$ cat src/common/rpm_pkg.sv
/*
 * Shared constants and types for the reset and port pin multiplexer.
 * Assumes one core clock, and a power-on reset that is asynchronous and active low.
 */
package rpm_pkg;

  // ****************************************************************
  // Sizes and release timing
  // ****************************************************************
  localparam int unsigned PORT_BITS      = 4;   // Port A bits 0 to 3
  localparam int unsigned RELEASE_CYCLES = 32;  // Core clocks from request end to release, at least 2

  // ****************************************************************
  // Values after reset
  // ****************************************************************
  localparam logic [3:0] SEL_PRIMARY   = 4'h0;  // All four pins on port function
  localparam logic       A7_RESET_MODE = 1'h0;  // Shared pin acts as the reset input
  localparam logic [3:0] PULL_RESET    = 4'hF;  // Pull-ups on while in reset
  localparam logic [3:0] OE_RESET      = 4'h0;  // No pin driven while in reset

  // ****************************************************************
  // Reset release sequencer states
  // ****************************************************************
  typedef enum logic [2:0] {
    RR_HOLD  = 3'h1,  // Request present, core held in reset
    RR_COUNT = 3'h2,  // Request gone, counting up to release
    RR_RUN   = 3'h4   // Core released
  } rpm_rel_e;

endpackage

$ cat src/logic/rpm_reset_release.sv
/*
 * Reset release sequencer: holds the core reset while any request stands,
 * then releases it on a clock edge after a fixed count of core clocks.
 * Assumes the request is already synchronous to clk_in.
 */
`timescale 1ns/100ps
module rpm_reset_release
  import rpm_pkg::*;
#(
  parameter int unsigned CYCLES = RELEASE_CYCLES  // Clocks of quiet request before release
) (
  // Clock and power-on reset
  input  wire logic clk_in,
  input  wire logic rst_b_in,
  // Combined reset request
  input  wire logic req_in,
  // Core reset, active low
  output logic      core_rst_b_out
);

  // ****************************************************************
  // State
  // ****************************************************************
  localparam int unsigned     CW   = $clog2(CYCLES + 1);
  localparam logic [CW-1:0]   LAST = CW'(CYCLES - 1);
  localparam logic [CW-1:0]   ONE  = CW'(1);

  typedef struct packed {
    rpm_rel_e        state;   // Sequencer state
    logic [CW-1:0]   cnt;     // Quiet clocks seen so far
    logic            core_b;  // Registered core reset, active low
  } rpm_rel_s;

  rpm_rel_s st;       // Current state
  rpm_rel_s next_st;  // Next state

  // Next state: any request wins over counting and over run
  always_comb begin
    next_st = st;
    unique case (st.state)
      RR_HOLD: begin
        if (!req_in) begin
          next_st.state = RR_COUNT;
          next_st.cnt   = ONE;
        end
      end
      RR_COUNT: begin
        if (req_in) begin
          next_st.state = RR_HOLD;
        end else if (st.cnt == LAST) begin
          next_st.state  = RR_RUN;
          next_st.core_b = 1'h1;
        end else begin
          next_st.cnt = st.cnt + ONE;
        end
      end
      RR_RUN: begin
        if (req_in) begin
          next_st.state  = RR_HOLD;
          next_st.core_b = 1'h0;
        end
      end
      default: begin
        next_st.state  = RR_HOLD;  // Illegal code falls back to reset
        next_st.core_b = 1'h0;
      end
    endcase
    if (next_st.state == RR_HOLD) begin
      next_st.cnt = '0;
    end
  end

  // State register; power-on reset leaves the core held
  always_ff @(posedge clk_in or negedge rst_b_in) begin
    if (!rst_b_in) begin
      st <= '{state: RR_HOLD, cnt: '0, core_b: 1'h0};
    end else begin
      st <= next_st;
    end
  end

  assign core_rst_b_out = st.core_b;

  logic [CW-1:0] quiet;  // Helper: consecutive clocks without request, saturating
  always_ff @(posedge clk_in or negedge rst_b_in) begin
    if (!rst_b_in) begin
      quiet <= '0;
    end else if (req_in) begin
      quiet <= '0;
    end else if (quiet != LAST + ONE) begin
      quiet <= quiet + ONE;
    end
  end
endmodule

$ cat src/logic/rpm_pin_mux.sv
/*
 * Pin multiplexer for the shared reset pin (port A bit 7) and port A bits 0 to 3,
 * with the reset release logic behind it.
 * Assumes all pin levels and control inputs are synchronous to clk_in, that the
 * system integration control presents selections with a one-cycle load strobe,
 * and that the pad ring resolves out, enable and pull-up into the wire level.
 */

// Behaviour
// - Pins leave reset on primary function.
// - Reset pin low holds whole device reset.
// - Release core reset synchronously after fixed count.
// - Bit 7 port mode: input or open drain.
// - Port mode pin cannot reset; others can.
// - Each port bit direction set independently.
// - Alternate function drives pulse channels 0-3 out.
// - Selection comes from system integration control.

`timescale 1ns/100ps
module rpm_pin_mux
  import rpm_pkg::*;
#(
  parameter int unsigned BITS   = PORT_BITS,      // Number of pulse-capable port bits
  parameter int unsigned CYCLES = RELEASE_CYCLES  // Reset release count
) (
  // Clock and power-on reset
  input  wire logic            clk_in,
  input  wire logic            rst_b_in,
  // Other reset sources
  input  wire logic            watchdog_reset_in,
  input  wire logic            soft_reset_in,
  // System integration control selections
  input  wire logic            sic_load_in,
  input  wire logic [BITS-1:0] sic_alt_sel_in,
  input  wire logic            sic_a7_gpio_in,
  // Port settings from the port block
  input  wire logic [BITS-1:0] gpio_dir_in,
  input  wire logic [BITS-1:0] gpio_data_in,
  input  wire logic [BITS:0]   gpio_pull_in,
  input  wire logic            a7_dir_in,
  input  wire logic            a7_data_in,
  // Pulse peripheral channels
  input  wire logic [BITS-1:0] pulse_out_ch_in,
  // Port A bits 0 to 3 pads
  input  wire logic [BITS-1:0] port_a_bit_pin_in,
  output logic      [BITS-1:0] port_a_bit_pin_out,
  output logic      [BITS-1:0] port_a_bit_pin_oe_out,
  output logic      [BITS-1:0] port_a_bit_pin_pu_out,
  // Shared reset pin, port A bit 7 pad
  input  wire logic            port_a_bit7_pin_in,
  output logic                 port_a_bit7_pin_out,
  output logic                 port_a_bit7_pin_oe_out,
  output logic                 port_a_bit7_pin_pu_out,
  // Read-back and status
  output logic      [BITS:0]   gpio_read_out,
  output logic      [BITS-1:0] alt_sel_out,
  output logic                 a7_gpio_out,
  output logic                 core_rst_b_out
);

  // ****************************************************************
  // State
  // ****************************************************************
  typedef struct packed {
    logic [BITS-1:0] alt_sel;  // One bit per pin, set selects the pulse channel
    logic            a7_gpio;  // Set turns the reset pin into port A bit 7
    logic [BITS-1:0] pin_out;  // Registered pad data
    logic [BITS-1:0] pin_oe;   // Registered pad enables
    logic [BITS-1:0] pin_pu;   // Registered pull-up enables
    logic            a7_oe;    // Bit 7 pulls low when set
    logic            a7_pu;    // Bit 7 pull-up
    logic [BITS:0]   rd;       // Registered pad levels for read-back
  } rpm_mux_s;

  // One packed register holds every piece of mux state, the release sequencer keeps its own; next_st is its next value
  rpm_mux_s st;       // Current state
  rpm_mux_s next_st;  // Next state
  logic     pin_req;  // Reset pin asserting a reset
  logic     req;      // Any reset source
  logic     core_b;   // Core reset, active low

  // Pad drive for one pin: returns {enable, data}
  function automatic logic [1:0] drive_sel(input logic alt, input logic pulse,
                                           input logic dir, input logic data);
    logic [1:0] r;
    r = '0;
    if (alt) begin
      // Channel owns the pad: always driven, port data and direction ignored
      r = {1'h1, pulse};
    end else begin
      // Port function: direction and data straight from the port block
      r = {dir, data};
    end
    return r;
  endfunction

  // ****************************************************************
  // Reset sources
  // ****************************************************************
  // Level sensitive: a held button keeps the core in reset for as long as it is held
  // Pin only counts as reset while it is in reset mode; the other sources always count
  assign pin_req = !st.a7_gpio && !port_a_bit7_pin_in;
  assign req     = pin_req || watchdog_reset_in || soft_reset_in;

  // Release sequencer; a reset request also clears the selections through core_b
  rpm_reset_release #(
    .CYCLES(CYCLES)
  ) rpm_reset_release_inst (
    .clk_in        (clk_in),
    .rst_b_in      (rst_b_in),
    .req_in        (req),
    .core_rst_b_out(core_b)
  );

  // ****************************************************************
  // Selection and pad drive
  // ****************************************************************
  // Drive is derived from the registered selection, so a new selection reaches
  // the pads one clock after its load; this keeps every pad output glitch free.
  always_comb begin
    next_st    = st;
    // Pad levels are captured every cycle, in reset too
    next_st.rd = {port_a_bit7_pin_in, port_a_bit_pin_in};
    if (!core_b) begin
      // Core reset: clear every selection and park every pad as an input
      next_st.alt_sel = SEL_PRIMARY;
      next_st.a7_gpio = A7_RESET_MODE;
      next_st.pin_oe  = OE_RESET;
      next_st.pin_out = '0;
      next_st.pin_pu  = PULL_RESET;
      next_st.a7_oe   = 1'h0;
      next_st.a7_pu   = 1'h1;
    end else begin
      // Only an explicit load from the integration control changes a selection
      if (sic_load_in) begin
        next_st.alt_sel = sic_alt_sel_in;
        next_st.a7_gpio = sic_a7_gpio_in;
      end
      // Each bit decoded on its own so no pin disturbs a neighbour
      for (int i = 0; i < BITS; i++) begin
        {next_st.pin_oe[i], next_st.pin_out[i]} =
          drive_sel(st.alt_sel[i], pulse_out_ch_in[i], gpio_dir_in[i], gpio_data_in[i]);
        next_st.pin_pu[i] = !st.alt_sel[i] && !gpio_dir_in[i] && gpio_pull_in[i];
      end
      // Bit 7 never drives high: a zero pulls low, a one releases the wire
      next_st.a7_oe = st.a7_gpio && a7_dir_in && !a7_data_in;
      // In reset mode the pin is the reset input and keeps its pull-up
      next_st.a7_pu = !st.a7_gpio || gpio_pull_in[BITS];
    end
  end

  // State register; power-on leaves every pad an input with pull-up
  always_ff @(posedge clk_in or negedge rst_b_in) begin
    if (!rst_b_in) begin
      st <= '{alt_sel: SEL_PRIMARY, a7_gpio: A7_RESET_MODE, pin_out: '0, pin_oe: OE_RESET,
              pin_pu: PULL_RESET, a7_oe: 1'h0, a7_pu: 1'h1, rd: '0};
    end else begin
      st <= next_st;
    end
  end

  // ****************************************************************
  // Outputs
  // ****************************************************************
  // Every pad output but the constant bit 7 data comes straight from a flip-flop, so none can glitch
  assign port_a_bit_pin_out     = st.pin_out;
  assign port_a_bit_pin_oe_out  = st.pin_oe;
  assign port_a_bit_pin_pu_out  = st.pin_pu;
  assign port_a_bit7_pin_out    = 1'h0;  // Open drain: data is always low
  assign port_a_bit7_pin_oe_out = st.a7_oe;
  assign port_a_bit7_pin_pu_out = st.a7_pu;
  assign gpio_read_out          = st.rd;
  assign alt_sel_out            = st.alt_sel;
  assign a7_gpio_out            = st.a7_gpio;
  assign core_rst_b_out         = core_b;
endmodule

$ cat config.mk
export PLATFORM = sky130hd
export DESIGN_NAME = rpm_pin_mux
export DESIGN_NICKNAME = d
export VERILOG_FILES = /design/src/common/rpm_pkg.sv /design/src/logic/rpm_reset_release.sv /design/src/logic/rpm_pin_mux.sv
export SDC_FILE = /design/constraint.sdc
export NUM_CORES = 1
export LEC_CHECK = 0
export ABC_AREA = 1
export BUFFER_PORTS_ARGS = -buffer_cell sky130_fd_sc_hd__buf_2
export CAP_MARGIN = 20
export CORE_MARGIN = 2
export CORE_UTILIZATION = 43
export CTS_CLUSTER_DIAMETER = 150
export DETAILED_ROUTE_END_ITERATION = 12
export PLACE_DENSITY = 0.75
export SLEW_MARGIN = 20
export SYNTH_ARGS = -nofsm -noshare
export SYNTH_HDL_FRONTEND = slang
export SYNTH_HIERARCHICAL = 1
export SYNTH_SLANG_ARGS = --single-unit
export TNS_END_PERCENT = 1
$ cat constraint.sdc
create_clock -name clk_in -period 1.4 [get_ports clk_in]
set_clock_uncertainty 0.05 [all_clocks]
set_input_delay 0.14 -clock clk_in [delete_from_list [all_inputs] [get_ports clk_in]]
set_output_delay 0.14 -clock clk_in [all_outputs]
set_load 0.05 [all_outputs]
After elaboration in Yosys (flattened, before gate mapping)
Index checks and enable logic that the tools add are counted.
{ "word_totals": {"regBits": 34, "input_bits": 34, "output_inout_bits": 26, "elab_cells": 71} }
{ "op_classes": {"add_sub_neg": 1, "n_eq_ne": 12, "muxes": 18, "n_bitwise": 1, "n_reduce_logical": 28} }
{ "ops": {"columns": ["op", "count"], "rows": [
  ["$mux W19", 1],
  ["$mux W6", 2],
  ["$pmux W6 S2", 1],
  ["$logic_and A1 B1 Y1", 11],
  ["$logic_not A1 Y1", 11],
  ["$mux W3", 3],
  ["$mux W9", 1],
  ["$ne A3 B3 Y1 const B", 3],
  ["$pmux W3 S3", 1],
  ["$mux W2", 4],
  ["$reduce_and A4 Y1", 2],
  ["$mux W7", 1],
  ["$add A6 B1 Y6 const B", 1],
  ["$eq A3 B1 Y1 const B", 2],
  ["$eq A6 B5 Y1 const B", 1],
  ["$mux W5", 1],
  ["$ne A2 B1 Y1 const B", 2],
  ["$ne A2 B2 Y1 const B", 2],
  ["$eq A3 B2 Y1 const B", 1],
  ["$eq A3 B3 Y1 const B", 1],
  ["$logic_or A1 B1 Y1", 3],
  ["$pmux W1 S3", 1],
  ["$reduce_bool A3 Y1", 1],
  ["$mux W1", 2],
  ["$not A1 Y1", 1]
]} }

Longest topological paths before layout
{ "logic_depth": {"depth_word": 9, "depth_mapped": 9, "depth_no_buf": 9} }

By module
Netlist, hierarchy kept.
{ "by_module_without_submodules": {"columns": ["module", "n_inst", "cells_per_inst", "area_each_um2", "seq_area_each_um2"], "rows": [
  ["rpm_pin_mux", 1, 91, 895.9, 606.8],
  ["rpm_reset_release", 1, 82, 595.6, 251.5]
]} }

Least setup slack after synthesis
No wires, ideal clock.
{ "synth_path": {"kind": "register to register", "start": "reg st (netlist bit a7_gpio_out)", "end": "reg rpm_reset_release_inst/st[2] (netlist bit)", "setup_time_ns": 0.083, "arrival_ns": 1.478, "required_time_ns": 1.267, "setup_slack_ns": -0.211, "stages_incl_launch_ff": 7, "n_path_buf": 0, "period_less_slack_ns": 1.611, "cell_sequence": "dfrtp_1 > o21ai_0 > inv_1 > nand4_1 > o21ai_4 > nand2_1 > o21ai_0"} }
{ "synth_rtl": {"columns": ["item", "line_no", "rtl"], "rows": [
  ["start, declared", "rpm_pin_mux.sv:76", "rpm_mux_s st;"],
  ["start signal, assigned", "rpm_pin_mux.sv:155", "st <= '{alt_sel: SEL_PRIMARY, a7_gpio: A7_RESET_MODE, pin_out: '0, pin_oe: OE_RESET,"],
  ["start signal, assigned", "rpm_pin_mux.sv:158", "st <= next_st;"],
  ["end signal, assigned", "rpm_reset_release.sv:76", "st <= '{state: RR_HOLD, cnt: '0, core_b: 1'h0};"],
  ["end signal, assigned", "rpm_reset_release.sv:78", "st <= next_st;"],
  ["end, declared", "rpm_reset_release.sv:34", "rpm_rel_s st;"]
]} }

==> metrics.txt <==
status=completed; vias in the first global route=1485; Period Utilization, post-route=99.2%; asr flop ratio synth=100%; Core ar.=0.00334 mm²; DP HPWL=2420 µm; unrepaired setup endpoints after global routing=true; pwr dens=948 mW/mm²; gr ovfl total=0; Reg power frac=a little under half; Cells after Synth=173; nets=~310; crit end category=register; pre-CTS WS=0.0389 ns; vias post-DR=1498; drt drc=0; share of layout cells above drive strength 1=a little under two fifths; Mapped Area=roughly 0.0015 mm²; WL/cell=roughly 13 µm; Max H-tree Level=2; antenna violations before repair=0; Detailed Route WL=4110 µm; FMAX=720 MHz; DP Area=0.00187 mm²; most frequent cells in the layout=57 x buf_2, 51 x nand2_1, 26 x dlygate4sd3_1, 25 x dfrtp_1, 21 x inv_1; Post-synth EDFFs=0; Max VDD drop=432 µV; Post-DRT Antenna Nets=0; port buffer count=a little under 60; Max Cap Viol=0; synth warn=6; first-pass GRT wire length=approximately 6500 µm; max-slew violations=0; n_diodes=0; clk buf depth=2; clock power share=between 40% and 50%; worst hold path class=input pin to register; setup TNS=0 ns; GP Congestion=0.815; Netlist cell types=22; Mapped Nets=208; Layout area overhead=53.9%; drt pass-1 iters=4; Int Pwr=~1.7 mW; DIE AREA=roughly 0.004 mm²; Row Count=21; multi-input logic area=544 µm²; NetSw=0.503 mW; commonest non-fill, non-tap cell in the layout=buf_2; fin area=around 0.0023 mm²; largest net degree at the start of global routing=16; Reg area=around 860 µm²; clock tree from TritonCTS=yes; clock root buffer=clkbuf_4; fin util=about 69%; cts bufs inserted=5; Final setup viols=0; clock-pin slew on the worst setup and hold paths=approximately 0.12 ns; Die X-Extent=about 63 µm; Die H=about 63 µm; Seq/Total Area, Yosys=a little under three fifths; Yosys reg bits=34; Starting DRT DRC Count=63; Crit Path Category=input pin to register; Tot GR Track Use=21.5%; final worst setup slack=around 0.011 ns; cell leakage power=1.22 nW; main flop type after synthesis=dfrtp_1; Worst setup SP type=input pin; WHS=0.0220 ns; worst path required time=1.64 ns; Switching Share=23.1%; number of I/O pins=60; CTS Sinks=34; Clock Latency Late Sink=0.34 ns; Comb power frac=11.6%; CP Max Fanout=2; Syn Area/Cell=approximately 8.6 µm²; Filler cells=between 200 and 300; final hold vios=0; drt via density=4.73; Initial Utilization=44.7%; Tmin final=~1.4 ns; WP data arrival=1.63 ns
layer usage:
layer | global-route usage [%] | share of wire [%] | up-vias
met1 | 23.8 | 41 | 698
met5 | 0 | 0 | -
li1 | - | - | 728
met3 | 4.68 | 4.2 | 14
met4 | 11.9 | 3.2 | 0
met2 | 37.8 | 52 | 58
critical path, stage by stage:
cell and delay [ns]:
dlygate4sd3_1 0.56, buf_2 0.13, inv_1 0.08, nand3_1 0.09, dlygate4sd3_1 0.56, nand2_1 0.07
cells in the mapped netlist, types with 2 or more instances:
cell / count / area [µm²]
nor2_1: 15 / 56.3
nand2_2: 2 / 12.5
a21oi_1: 5 / 25.0
dfrtp_1: 28 / 701
inv_1: 24 / 90.1
inv_2: 3 / 11.3
nand4_1: 4 / 25.0
nand2_1: 52 / 195
nand3b_1: 2 / 15.0
o21ai_0: 7 / 35.0
dfstp_2: 6 / 158
nand3_1: 14 / 70.1
nor2_2: 2 / 12.5
through the flow:
step / power (mW) / std cells
after floorplan: 1.12 / 173
after global placement: 1.20 / 281
after detailed placement: 1.21 / 281
after CTS: 2.17 / 317
after global routing: 2.24 / 317
final: 2.17 / 317
area by class of cell:
cell class / count / share of cell area (%)
Sequential cell: 34 / 37.6
Tap cell: 46 / 2.51
Timing Repair Buffer: 92 / 27.2
Clock inverter: 3 / 3.00
Inverter: 27 / 4.42
Clock buffer: 5 / 1.64
Multi-Input combinational cell: 110 / 23.7
state kept, by name, indices dropped and copies added (netlist names):
name / flops
gpio_read_out: 5
rpm_reset_release_inst/core_rst_b_out: 1
port_a_bit7_pin_pu_out: 1
port_a_bit_pin_pu_out: 4
port_a_bit_pin_out: 4
a7_gpio_out: 1
port_a_bit_pin_oe_out: 4
port_a_bit7_pin_oe_out: 1
alt_sel_out: 4
rpm_reset_release_inst/st: 9
power by group through the flow:
stage          combinational, mW  clock [mW]  sequential (mW)
2_1_floorplan             0.0450           0             1.07
3_3_place_gp               0.179           0             1.02
3_5_place_dp               0.180           0             1.03
4_1_cts                    0.242       0.922             1.01
5_1_grt                    0.271       0.964             1.01
6_report                   0.252       0.916             1.01
logic make-up after synthesis:
logic type / count (synthesis) / synth area share, %
simple gates: 94 / 27.7
compound gates: 14 / 5.62
fa+ha+maj: 1 / 0.839
buf+inv: 29 / 8.05
flops: 34 / 57.6
other cells: 1 / 0.251
worst paths after layout:
kind / from / endpoint / slack, ns / depth (start not counted)
hold / removal: gpio_dir_in[0] / port_a_bit_pin_oe_out[0]$_DFF_PN0_ / 0.02 / 3
max in group asynchronous: rst_b_in / port_a_bit_pin_pu_out[1]$_DFF_PN1_ / 0.60 / 3
setup / recovery: gpio_dir_in[1] / port_a_bit_pin_pu_out[1]$_DFF_PN1_ / 0.01 / 6
hold reg to reg: rpm_reset_release_inst/core_rst_b_out$_DFFE_PN0P_ / port_a_bit7_pin_pu_out$_DFF_PN1_ / 0.49 / 1
min in group asynchronous: rst_b_in / rpm_reset_release_inst/st[5]$_DFFE_PN0P_ / 0.17 / 2
setup reg to reg: rpm_reset_release_inst/st[2]$_DFFE_PN0P_ / rpm_reset_release_inst/st[2]$_DFFE_PN0P_ / 0.01 / 7
what timing repair did:
action,CTS,global route
hold buffers,28,0
resized for setup,0,18
setup buffers,0,1
endpoints found under the hold margin,51,0
setup endpoints to repair,0,10
Note: power is estimated with default switching activity, not from simulation.
